<file path="src/arct_params.svh">
`ifndef ARCT_PARAMS_SVH
`define ARCT_PARAMS_SVH

// register addresses on the plain register port
`define ARCT_ADDR_CTRL     8'h91
`define ARCT_ADDR_RLD_LO   8'h92
`define ARCT_ADDR_RLD_HI   8'h93
`define ARCT_ADDR_CNT_LO   8'h94
`define ARCT_ADDR_CNT_HI   8'h95
`define ARCT_ADDR_MODE     8'h96

// control register field positions
`define ARCT_CTRL_HFLAG    7
`define ARCT_CTRL_LFLAG    6
`define ARCT_CTRL_LIEN     5
`define ARCT_CTRL_CAPEN    4
`define ARCT_CTRL_SPLIT    3
`define ARCT_CTRL_RUN      2
`define ARCT_CTRL_XSEL_HI  1
`define ARCT_CTRL_XSEL_LO  0

// mode register field positions
`define ARCT_MODE_LSYS     0
`define ARCT_MODE_HSYS     1
`define ARCT_MODE_TIE      2

// reset values
`define ARCT_CTRL_RST      8'h00
`define ARCT_MODE_RST      3'h0
`define ARCT_BYTE_RST      8'h00
`define ARCT_BYTE_MAX      8'hFF

// count clock dividers
`define ARCT_SYS_DIV       12
`define ARCT_EXT_DIV       8

`endif

</file>
<file path="src/arct_pkg.sv">
`default_nettype none

package arct_pkg;

	typedef enum logic [1:0] {
		ARCT_SRC_SYS,
		ARCT_SRC_DIV,
		ARCT_SRC_EXT,
		ARCT_SRC_CMP
	} arct_src_e;

	typedef logic [7:0] arct_byte_t;

endpackage

`default_nettype wire

</file>
<file path="src/arct_sync.sv">
`timescale 1ns/10ps
`default_nettype none

// two-flop synchroniser followed by a rising edge detector
module arct_sync (
	input  wire logic clk,
	input  wire logic rst_n,
	input  wire logic async_in,
	output var  logic rise
);

	logic meta;
	logic stable;
	logic last;
	logic next_rise;
	logic [2:0] warm;

	// no edge is reported until the edge flop holds a real pin level, so a pin
	// that idles high does not look like a rising edge right after reset
	always_comb begin
		next_rise = stable & ~last & warm[2];
	end

	always_ff @(posedge clk or negedge rst_n) begin
		if (!rst_n) begin
			meta   <= 1'b0;
			stable <= 1'b0;
			last   <= 1'b0;
			rise   <= 1'b0;
			warm   <= 3'h0;
		end else begin
			meta   <= async_in;
			stable <= meta;
			last   <= stable;
			rise   <= next_rise;
			warm   <= {warm[1:0], 1'b1};
		end
	end

endmodule

`default_nettype wire

</file>
<file path="src/arct_timer.sv">
// Added by the designer: the placing of the registers and strobed register access.
`timescale 1ns/10ps
`default_nettype none
`include "arct_params.svh"

// Summary of operation
// - count is sixteen bits held in separate low and high byte registers
// - clocks: system, system/12, oscillator/8, comparator; async ones synchronised
// - split bit clear: one sixteen-bit auto-reload timer
// - sixteen-bit wrap reloads both bytes and sets the high flag
// - timer interrupt enabled: request on every sixteen-bit overflow
// - with low interrupt enable too, also request on low byte wrap
// - split bit set: two eight-bit timers each reloading from own byte
// - split mode: run bit gates only high byte, low byte always counts
// - byte system_clock select 1 picks system clock, else external select decides
// - split mode: each byte wrap sets its own overflow flag
// - split mode interrupt on high wrap, or either wrap with low enable
// - hardware never clears the flags; software clears them
// - capture enable puts the timer in capture mode
// - capture trigger: comparator rising edge or every eighth oscillator cycle
// - capture copies count into reload pair and sets high flag
// - control register at 0x91, reset zero, documented bit layout
module arct_timer
	import arct_pkg::*;
#(
	parameter int SYS_DIV = `ARCT_SYS_DIV,
	parameter int EXT_DIV = `ARCT_EXT_DIV
) (
	input  wire logic       clk,
	input  wire logic       rst_n,
	input  wire logic [7:0] addr,
	input  wire logic [7:0] wr_data,
	input  wire logic       wr_en,
	input  wire logic       rd_en,
	input  wire logic       ext_osc,
	input  wire logic       cmp_out,
	output var  logic [7:0] rd_data,
	output var  logic       timer_irq
);

	// ************************************************************
	// elaboration checks
	// ************************************************************
	if (SYS_DIV < 2 || SYS_DIV > 256) begin : g_sys_div_bad
		$error("SYS_DIV must lie in 2..256");
	end
	if (EXT_DIV < 2 || EXT_DIV > 256) begin : g_ext_div_bad
		$error("EXT_DIV must lie in 2..256");
	end

	localparam logic [7:0] SYS_LAST = 8'(SYS_DIV - 1);
	localparam logic [7:0] EXT_LAST = 8'(EXT_DIV - 1);

	// ************************************************************
	// register state
	// ************************************************************
	arct_byte_t timer_control_reg;
	logic [2:0] mode_reg;
	arct_byte_t count_low_byte;
	arct_byte_t count_high_byte;
	arct_byte_t reload_low_byte;
	arct_byte_t reload_high_byte;

	arct_byte_t next_control;
	logic [2:0] next_mode;
	arct_byte_t next_cnt_lo;
	arct_byte_t next_cnt_hi;
	arct_byte_t next_rld_lo;
	arct_byte_t next_rld_hi;

	// ************************************************************
	// field aliases
	// ************************************************************
	logic       high_overflow_flag;
	logic       low_overflow_flag;
	logic       low_interrupt_enable;
	logic       capture_enable;
	logic       split_mode_bit;
	logic       run_control_bit;
	logic [1:0] external_clock_select;
	logic       capture_trigger_select;
	logic       low_byte_system_clock_select;
	logic       high_byte_system_clock_select;
	logic       timer_irq_enable;

	assign high_overflow_flag      = timer_control_reg[`ARCT_CTRL_HFLAG];
	assign low_overflow_flag       = timer_control_reg[`ARCT_CTRL_LFLAG];
	assign low_interrupt_enable    = timer_control_reg[`ARCT_CTRL_LIEN];
	assign capture_enable          = timer_control_reg[`ARCT_CTRL_CAPEN];
	assign split_mode_bit          = timer_control_reg[`ARCT_CTRL_SPLIT];
	assign run_control_bit         = timer_control_reg[`ARCT_CTRL_RUN];
	assign external_clock_select   = timer_control_reg[`ARCT_CTRL_XSEL_HI:`ARCT_CTRL_XSEL_LO];
	assign capture_trigger_select  = timer_control_reg[`ARCT_CTRL_XSEL_HI];
	assign low_byte_system_clock_select  = mode_reg[`ARCT_MODE_LSYS];
	assign high_byte_system_clock_select = mode_reg[`ARCT_MODE_HSYS];
	assign timer_irq_enable        = mode_reg[`ARCT_MODE_TIE];

	// ************************************************************
	// synchronised external sources
	// ************************************************************
	logic osc_rise;
	logic cmp_rise;

	arct_sync u_osc_sync (
		.clk      (clk),
		.rst_n    (rst_n),
		.async_in (ext_osc),
		.rise     (osc_rise)
	);

	arct_sync u_cmp_sync (
		.clk      (clk),
		.rst_n    (rst_n),
		.async_in (cmp_out),
		.rise     (cmp_rise)
	);

	// ************************************************************
	// prescalers
	// ************************************************************
	logic [7:0] sys_cnt;
	logic [7:0] ext_cnt;
	logic [7:0] next_sys_cnt;
	logic [7:0] next_ext_cnt;
	logic       div_tick;
	logic       ext_tick;
	logic       next_div_tick;
	logic       next_ext_tick;

	always_comb begin
		next_sys_cnt  = sys_cnt + 8'h01;
		next_div_tick = 1'b0;
		if (sys_cnt == SYS_LAST) begin
			next_sys_cnt  = `ARCT_BYTE_RST;
			next_div_tick = 1'b1;
		end
		next_ext_cnt  = ext_cnt;
		next_ext_tick = 1'b0;
		if (osc_rise) begin
			next_ext_cnt = ext_cnt + 8'h01;
			if (ext_cnt == EXT_LAST) begin
				next_ext_cnt  = `ARCT_BYTE_RST;
				next_ext_tick = 1'b1;
			end
		end
	end

	always_ff @(posedge clk or negedge rst_n) begin
		if (!rst_n) begin
			sys_cnt  <= `ARCT_BYTE_RST;
			ext_cnt  <= `ARCT_BYTE_RST;
			div_tick <= 1'b0;
			ext_tick <= 1'b0;
		end else begin
			sys_cnt  <= next_sys_cnt;
			ext_cnt  <= next_ext_cnt;
			div_tick <= next_div_tick;
			ext_tick <= next_ext_tick;
		end
	end

	// ************************************************************
	// count clock selection
	// ************************************************************
	function automatic arct_src_e pick_src(input logic sys_sel, input logic [1:0] xsel);
		arct_src_e src;
		src = ARCT_SRC_SYS;
		if (!sys_sel) begin
			case (xsel)
				2'b00:   src = ARCT_SRC_DIV;
				2'b01:   src = ARCT_SRC_EXT;
				2'b10:   src = ARCT_SRC_DIV;
				2'b11:   src = ARCT_SRC_CMP;
				default: src = ARCT_SRC_DIV;
			endcase
		end
		return src;
	endfunction

	function automatic logic src_tick(input arct_src_e src, input logic d,
		input logic e, input logic c);
		logic t;
		t = 1'b0;
		case (src)
			ARCT_SRC_SYS: t = 1'b1;
			ARCT_SRC_DIV: t = d;
			ARCT_SRC_EXT: t = e;
			ARCT_SRC_CMP: t = c;
			default:      t = 1'b0;
		endcase
		return t;
	endfunction

	arct_src_e src_lo;
	arct_src_e src_hi;
	logic      tick_lo;
	logic      tick_hi;
	logic      cap_event;

	always_comb begin
		src_lo  = pick_src(low_byte_system_clock_select, external_clock_select);
		src_hi  = pick_src(high_byte_system_clock_select, external_clock_select);
		tick_lo = src_tick(src_lo, div_tick, ext_tick, cmp_rise);
		tick_hi = src_tick(src_hi, div_tick, ext_tick, cmp_rise);
		// trigger select 0 picks the comparator edge
		cap_event = capture_enable & (capture_trigger_select ? ext_tick : cmp_rise);
	end

	// ************************************************************
	// counting, reload and capture
	// ************************************************************
	logic inc_lo;
	logic inc_hi;
	logic wrap_lo;
	logic wrap_hi;

	always_comb begin
		next_cnt_lo = count_low_byte;
		next_cnt_hi = count_high_byte;
		next_rld_lo = reload_low_byte;
		next_rld_hi = reload_high_byte;
		inc_lo      = 1'b0;
		inc_hi      = 1'b0;
		wrap_lo     = 1'b0;
		wrap_hi     = 1'b0;
		if (split_mode_bit && !capture_enable) begin
			inc_lo = tick_lo;
			inc_hi = tick_hi & run_control_bit;
			wrap_lo = inc_lo && (count_low_byte == `ARCT_BYTE_MAX);
			wrap_hi = inc_hi && (count_high_byte == `ARCT_BYTE_MAX);
			if (inc_lo) begin
				next_cnt_lo = wrap_lo ? reload_low_byte : count_low_byte + 8'h01;
			end
			if (inc_hi) begin
				next_cnt_hi = wrap_hi ? reload_high_byte : count_high_byte + 8'h01;
			end
		end else begin
			// one sixteen-bit counter on the low byte's clock; run clear freezes it
			inc_lo  = tick_lo & run_control_bit;
			wrap_lo = inc_lo && (count_low_byte == `ARCT_BYTE_MAX);
			wrap_hi = wrap_lo && (count_high_byte == `ARCT_BYTE_MAX);
			if (inc_lo) begin
				next_cnt_lo = count_low_byte + 8'h01;
				if (wrap_lo) begin
					next_cnt_hi = count_high_byte + 8'h01;
				end
				// capture mode keeps the reload pair for captured values, so no reload
				if (wrap_hi && !capture_enable) begin
					next_cnt_lo = reload_low_byte;
					next_cnt_hi = reload_high_byte;
				end
			end
			if (cap_event) begin
				next_rld_lo = count_low_byte;
				next_rld_hi = count_high_byte;
			end
		end
		if (wr_en) begin
			case (addr)
				`ARCT_ADDR_CNT_LO: next_cnt_lo = wr_data;
				`ARCT_ADDR_CNT_HI: next_cnt_hi = wr_data;
				`ARCT_ADDR_RLD_LO: next_rld_lo = wr_data;
				`ARCT_ADDR_RLD_HI: next_rld_hi = wr_data;
				default: ;
			endcase
		end
	end

	// ************************************************************
	// control, flags and mode
	// ************************************************************
	logic set_hflag;
	logic set_lflag;

	always_comb begin
		// low flag follows the low byte wrap in either mode
		set_lflag = wrap_lo;
		set_hflag = (wrap_hi && !capture_enable) || cap_event;
		next_control = timer_control_reg;
		next_mode    = mode_reg;
		if (wr_en && addr == `ARCT_ADDR_CTRL) begin
			next_control = wr_data;
		end
		if (wr_en && addr == `ARCT_ADDR_MODE) begin
			next_mode = wr_data[2:0];
		end
		// a hardware set beats a software clear in the same cycle
		if (set_hflag) begin
			next_control[`ARCT_CTRL_HFLAG] = 1'b1;
		end
		if (set_lflag) begin
			next_control[`ARCT_CTRL_LFLAG] = 1'b1;
		end
	end

	// ************************************************************
	// interrupt request and read port
	// ************************************************************
	logic       next_irq;
	arct_byte_t next_rd;

	always_comb begin
		// level request while an enabled flag stands; both flags share it
		next_irq = timer_irq_enable &
			(next_control[`ARCT_CTRL_HFLAG] |
			(next_control[`ARCT_CTRL_LIEN] & next_control[`ARCT_CTRL_LFLAG]));
		next_rd = `ARCT_BYTE_RST;
		if (rd_en) begin
			case (addr)
				`ARCT_ADDR_CTRL:   next_rd = timer_control_reg;
				`ARCT_ADDR_MODE:   next_rd = {5'h00, mode_reg};
				`ARCT_ADDR_CNT_LO: next_rd = count_low_byte;
				`ARCT_ADDR_CNT_HI: next_rd = count_high_byte;
				`ARCT_ADDR_RLD_LO: next_rd = reload_low_byte;
				`ARCT_ADDR_RLD_HI: next_rd = reload_high_byte;
				default:           next_rd = `ARCT_BYTE_RST;
			endcase
		end
	end

	// ************************************************************
	// state registers
	// ************************************************************
	always_ff @(posedge clk or negedge rst_n) begin
		if (!rst_n) begin
			timer_control_reg <= `ARCT_CTRL_RST;
			mode_reg          <= `ARCT_MODE_RST;
			count_low_byte    <= `ARCT_BYTE_RST;
			count_high_byte   <= `ARCT_BYTE_RST;
			reload_low_byte   <= `ARCT_BYTE_RST;
			reload_high_byte  <= `ARCT_BYTE_RST;
			timer_irq         <= 1'b0;
			rd_data           <= `ARCT_BYTE_RST;
		end else begin
			timer_control_reg <= next_control;
			mode_reg          <= next_mode;
			count_low_byte    <= next_cnt_lo;
			count_high_byte   <= next_cnt_hi;
			reload_low_byte   <= next_rld_lo;
			reload_high_byte  <= next_rld_hi;
			timer_irq         <= next_irq;
			rd_data           <= next_rd;
		end
	end

endmodule

`default_nettype wire

</file>
<file path="config.mk">
export PLATFORM = sky130hd
export DESIGN_NAME = arct_timer
export DESIGN_NICKNAME = d
export VERILOG_FILES = /design/src/arct_pkg.sv /design/src/arct_sync.sv /design/src/arct_timer.sv
export VERILOG_INCLUDE_DIRS = /design/src /design/src/src
export SDC_FILE = /design/constraint.sdc
export NUM_CORES = 1
export LEC_CHECK = 0
export ABC_CLOCK_PERIOD_IN_PS = 2500
export BUFFER_PORTS_ARGS = -buffer_cell sky130_fd_sc_hd__buf_4
export CAP_MARGIN = 30
export CELL_PAD_IN_SITES_DETAIL_PLACEMENT = 0
export CELL_PAD_IN_SITES_GLOBAL_PLACEMENT = 1
export CORE_MARGIN = 2
export CORE_UTILIZATION = 30
export DETAILED_ROUTE_END_ITERATION = 12
export PLACE_DENSITY = 0.65
export SLEW_MARGIN = 10
export SYNTH_ARGS = -nofsm -noshare
export SYNTH_HDL_FRONTEND = slang
export SYNTH_HIERARCHICAL = 1
export SYNTH_SLANG_ARGS = --single-unit
</file>
<file path="constraint.sdc">
create_clock -name clk -period 2.5 [get_ports clk]
set_input_delay 0.375 -clock clk [delete_from_list [all_inputs] [get_ports clk]]
set_output_delay 0.375 -clock clk [all_outputs]
set_load 0.005 [all_outputs]
</file>
==> results of run 1 <==
-- routing by layer --
metal / track usage / vias to the layer above / share of wire
li1: - / 1907 / -
met4: 0.07481 / 0 / 0.018
met5: 0 / - / 0
met3: 0.03055 / 18 / 0.043
met2: 0.2712 / 101 / 0.47
met1: 0.2383 / 1994 / 0.47
-- critical path: cells and delay by family (launching register included) --
kind,cells,cell delay (ps)
fa+ha+maj,1,250
buf+inv,1,180
compound gates,4,620
flops,1,470
simple gates,2,670
-- power breakdown --
group	switching [mW]	internal (mW)
clock network	0.611	0.722
registers	0.202	1.52
logic	0.375	0.332
-- synthesized netlist by cell type (3+ instances only) --
cell	n	area, um^2
dfrtp_1	84	2102
nor2_1	52	195.2
a21oi_1	49	245.2
mux2i_1	27	270.3
nand2_1	26	97.59
o21ai_0	22	110.1
nand3_1	21	105.1
clkbuf_1	16	60.06
mux2_2	11	123.9
xnor2_1	11	96.34
and3_1	10	62.56
nor3_1	10	50.05
a22oi_1	9	67.56
nand4_1	9	56.30
a211oi_1	8	60.06
buf_2	6	30.03
a221o_1	5	50.05
a222oi_1	5	50.05
a31oi_1	5	31.28
inv_1	5	18.77
o211ai_1	5	37.54
xor2_1	5	43.79
a221oi_1	4	35.03
and2_1	4	25.02
and4_1	4	35.03
buf_6	4	45.04
ha_1	4	50.05
o21a_1	4	30.03
o22ai_1	4	25.02
or3_1	4	25.02
a21boi_0	3	22.52
and3b_1	3	26.28
nor2b_1	3	18.77
-- final cells by class --
type / instances / area [um^2]
clock buffers: 10 / 239.0
flip-flops and latches: 84 / 2102
well taps: 211 / 264.0
fillers: 1522 / 9673
inverters: 5 / 18.77
repair buffers: 62 / 480.5
clock inverters: 6 / 57.56
multi-input cells: 369 / 2424
-- through the flow --
step           worst slack (ps)  hold WS (ps)
3_5_place_dp              126.0         344.9
2_1_floorplan             364.4         79.41
5_1_grt                  0.5360         117.5
6_report                  189.4         131.4
3_3_place_gp              176.5         331.8
4_1_cts                   104.1         119.0
-- what timing repair did --
item,CTS,global route
endpoints found under the setup margin,0,6
endpoints found under the hold margin,1,0
gates resized for setup,0,3
hold buffers,1,0
setup buffers,0,0
-- cells by family after synthesis --
group,synth area share
other,0.001597
and+or+nand+nor,0.1862
adders and majority gates,0.01064
muxes,0.08380
DFF,0.4469
xor gates and xnor gates,0.02979
buffers and inverters,0.04097
AOI/OAI and AO/OA,0.2001
-- worst max-delay path by stage --
stage,start,endpoint,slack (ps),cells past startpoint
after floorplan,count_high_byte[0],count_low_byte[1],360,7
after global placement,count_low_byte[1],count_low_byte[1],180,7
after detailed placement,count_low_byte[1],count_low_byte[1],130,7
after CTS,count_low_byte[1],count_low_byte[1],100,7
after global routing,count_low_byte[1],count_low_byte[1],0.5,7
final,count_low_byte[1],count_low_byte[3],190,8
-- cell usage in the layout, fill, tap and decap left out, types with 8 or more instances in the layout --
cell type  count
nor3_1        10
o21ai_0       22
nand4_1        9
nand2_1       26
clkbuf_16      9
a21oi_1       49
buf_4         60
mux2_2        11
and3_1        10
dfrtp_1       84
mux2i_1       27
nor2_1        52
a211oi_1       8
xnor2_1       11
nand3_1       21
a22oi_1        9
==> flow_summary.ini, run 1 <==
[placement]
placed_cell_area_mm2 = 0.005270
gp_congestion = 0.8756
port_buffers = 30
hpwl_mm = 9.941
dp.cells = 730

[final_layout]
instances_no_fill = 747
num-nets-final = 557
final_util = 0.3661
stdcell_area_mm2 = 0.005585
diodes = 0
drive_above_1_share = 0.1922
synthToLayoutAreaGrowth_pct = 18.76

[timing]
finalHoldViolCount = 0
grt_setup_unrepaired = no
slew_viol_final = 0
setup_tns_ps = 0
clock_skew_ps = 5.883
fin_crit_sh = 0.9242
min_period_ps = 2311
fmax_ghz = 0.4328
setup_viol = 0
tightest_slew_ps = 742.0
slew_headroom = 0.5008

[clocking]
root_buffer = clkbuf_16
h-tree-depth = 3
numCtsBuffers = 9
cts_tree = yes
cts.sinks = 84
clk_latency_ps = 350
clockBufferDepth = 2
cts.clk_slew.worst_paths_ps = 70

[synthesis]
synth_edf_count = 0
synthArstFlopShare = 1.000
ys_types = 69
ys_warn_count = 6
synthCells = 489
yosys_most_used_dff = dfrtp_1
avgSynthCellArea_um2 = 9.618
synth_area_mm2 = 0.004703
syn_nets = 515
seq_area_frac_synth = 0.4469
ys_seq_elements = 84

[critical_path]
end_kind = flip-flop
cpPeakStageDelay_ps = 470
crit_fanout = 9
start_kind = flip-flop
crit_slowest_cell = dfrtp_1
ff2ff_path_depth = 8
cp_cell_sequence = ha_1 -> and4_2 -> and4_2 -> buf_4 -> a21oi_1 -> o21ai_0 -> o21ai_0 -> a221o_1
crit_arrival_ps = 2550
critPathKind = flip-flop to flip-flop
crit_required_ps = 2740
r2r_end = count_low_byte[3]
r2r_slack_ps = 190
timing.rr.start = count_low_byte[1]

[global_route]
grt_overflow = 0
grt_pass1_wl_mm = 22.01
grt.total_usage = 0.1739
grt_pass1_vias = 3954
grt_max_degree = 49
antenna_found_initial = 0

[floorplanning]
chipWidth_um = 129.2
die_h_um = 129.2
dieArea_mm2 = 0.01670
io_pins = 31
num_rows = 45
fp.coreArea_mm2 = 0.01526
start_util = 0.3082

[outcome]
status = completed

[detailed_routing]
ant_nets = 0
wl_per_cell_um = 18.37
route.detailed.drc = 0
drtPass1Iterations = 6
vias = 4020
drtIter0Drc = 351
viasPerCell = 5.382
routed_wl_mm = 13.72

[hold_path]
hold_depth = 1
whs_endpoint = u_cmp_sync/meta
hp-class = input pin to flip-flop
worstHoldStart = cmp_out

[power]
power_mw = 3.763
p_leak_nw = 2.376
ir_drop_mv = 0.3639
power_density_mw_per_mm2 = 673.7

[run]
maxCapViolCount = 0
Power figures use the tool's default switching activity.
==> run 2: changes to the inputs <==
- ABC_CLOCK_PERIOD_IN_PS: 2500 -> 2400
- CELL_PAD_IN_SITES_DETAIL_PLACEMENT: 0 -> unset
- CELL_PAD_IN_SITES_GLOBAL_PLACEMENT: 1 -> unset
- PLACE_DENSITY: 0.65 -> 0.55
- clock period: 2.5 -> 2.4 ns (I/O delays scaled with it)
==> run 2 against run 1 <==
Setup slack got worse by 14 ps. Via count rose by 1.3%. Core utilization rose by 0.27 points. Wire length rose by 0.83%. Largest power group unchanged. Global-route usage rose by 0.053 points. Power rose by 5.6%. Sequential power rose by 4%. Cell area rose by 0.74%.
==> flow_summary.ini, run 2 (synthesis results as in run 1) <==
[global_route]
antenna_found_initial = 0
grt.total_usage = 0.1745
grt_max_degree = 46
grt_overflow = 0
grt_pass1_wl_mm = 22.46
grt_pass1_vias = 4115

[final_layout]
drive_above_1_share = 0.1989
num-nets-final = 559
diodes = 0
synthToLayoutAreaGrowth_pct = 19.63
stdcell_area_mm2 = 0.005627
fillerInstances = 1541
final_cell_mix = dfrtp_1 (84), buf_4 (61), nor2_1 (51), a21oi_1 (49), mux2i_1 (27)
mostFrequentLayoutCell = dfrtp_1

[detailed_routing]
viasPerCell = 5.439
ant_nets = 0
drtPass1Iterations = 7
routed_wl_mm = 13.83
route.detailed.drc = 0
vias = 4074
drtIter0Drc = 467
wl_per_cell_um = 18.47

[power]
ir_drop_mv = 0.4592
p_leak_nw = 2.390
power_density_mw_per_mm2 = 706.5

[timing]
fin_crit_sh = 0.9269
slew_headroom = 0.4879
clock_skew_ps = 9.324
worst_slack_ps = 175.4
min_period_ps = 2225
setup_tns_ps = 0
setup_viol = 0
slew_viol_final = 0
fmax_ghz = 0.4495
grt_setup_unrepaired = yes
finalHoldViolCount = 0
tightest_slew_ps = 761.1

[critical_path]
end_kind = flip-flop
r2r_end = count_low_byte[3]
critPathKind = flip-flop to flip-flop
ff2ff_path_depth = 8
r2r_slack_ps = 180
crit_arrival_ps = 2450
crit_fanout = 7
crit_required_ps = 2630
timing.rr.start = count_low_byte[1]
start_kind = flip-flop
cp-startpoint = count_low_byte[1]

[placement]
gp_congestion = 0.9261
port_buffers = 30
post-place-ws_ps = 11.61
hpwl_mm = 9.967
placed_cell_area_mm2 = 0.005298

[floorplanning]
io_pins = 31
chipWidth_um = 129.2
fp.coreArea_mm2 = 0.01526
num_rows = 45
die_h_um = 129.2
dieArea_mm2 = 0.01670
start_util = 0.3082

[outcome]
status = completed

[hold_path]
whs_endpoint = u_osc_sync/meta
hold_depth = 1
hp-class = input pin to flip-flop
worstHoldStart = ext_osc

[clocking]
numCtsBuffers = 9
cts.sinks = 84
cts.clk_slew.worst_paths_ps = 70
h-tree-depth = 3
cts_tree = yes
clk_latency_ps = 350
post_cts_buffers = 0
root_buffer = clkbuf_16
clockBufferDepth = 2

[run]
maxCapViolCount = 0
-- run 2: where the power goes --
group	switching [mW]	internal, mW
Sequential	0.204	1.58
Clock	0.673	0.744
Combinational	0.415	0.356
-- run 2: worst max path at each step --
stage / endpoint / slack [ps] / depth (start not counted)
3_3_place_gp: count_high_byte[2] / 50 / 7
2_1_floorplan: count_low_byte[1] / 260 / 7
5_1_grt: count_low_byte[6] / -20 / 8
4_1_cts: count_high_byte[2] / 130 / 7
3_5_place_dp: count_high_byte[2] / 10 / 7
6_report: count_low_byte[3] / 180 / 8
-- run 2: critical path, stage by stage, from the launching register on --
cell and delay (ps):
dfrtp_1 450, ha_1 240, and4_1 250, buf_4 160, nand4_1 320, nor2_1 230
a31o_2 130, a211oi_1 70, a221o_1 260
-- run 2: routing by layer --
metal,part of all wire,track usage
met3,0.049,0.03097
met5,0,0
met2,0.47,0.2777
met4,0.035,0.07161
met1,0.44,0.2354
-- run 2: repair_timing --
| item | CTS | global route |
|---|---|---|
| endpoints found under the setup margin | 1 | 5 |
| hold endpoints to repair | 11 | 0 |
| hold buffers | 1 | 0 |
| resized for setup | 1 | 6 |
-- run 2: metrics by stage --
| stage | utilization | hold WS [ps] | std cells | total power [mW] |
|---|---|---|---|---|
| final | 0.3688 | 117.0 | 749 | 3.975 |
| after global routing | 0.3688 | 105.4 | 749 | 4.172 |
| after CTS | 0.3679 | 106.8 | 749 | 3.992 |
| after detailed placement | 0.3472 | 335.6 | 732 | 2.563 |
| after global placement | 0.3472 | 332.8 | 732 | 2.548 |
| after floorplan | - | 64.41 | 489 | 2.228 |
-- run 2: area by class of cell --
cell class	instances	area, um^2	share of cell area
Clock inverter	7	78.83	0.01401
Timing Repair Buffer	64	508.0	0.09028
Sequential cell	84	2102	0.3736
Tap cell	211	264.0	0.04692
Multi-Input combinational cell	369	2430	0.4318
Clock buffer	9	225.2	0.04003
Inverter	5	18.77	0.003336
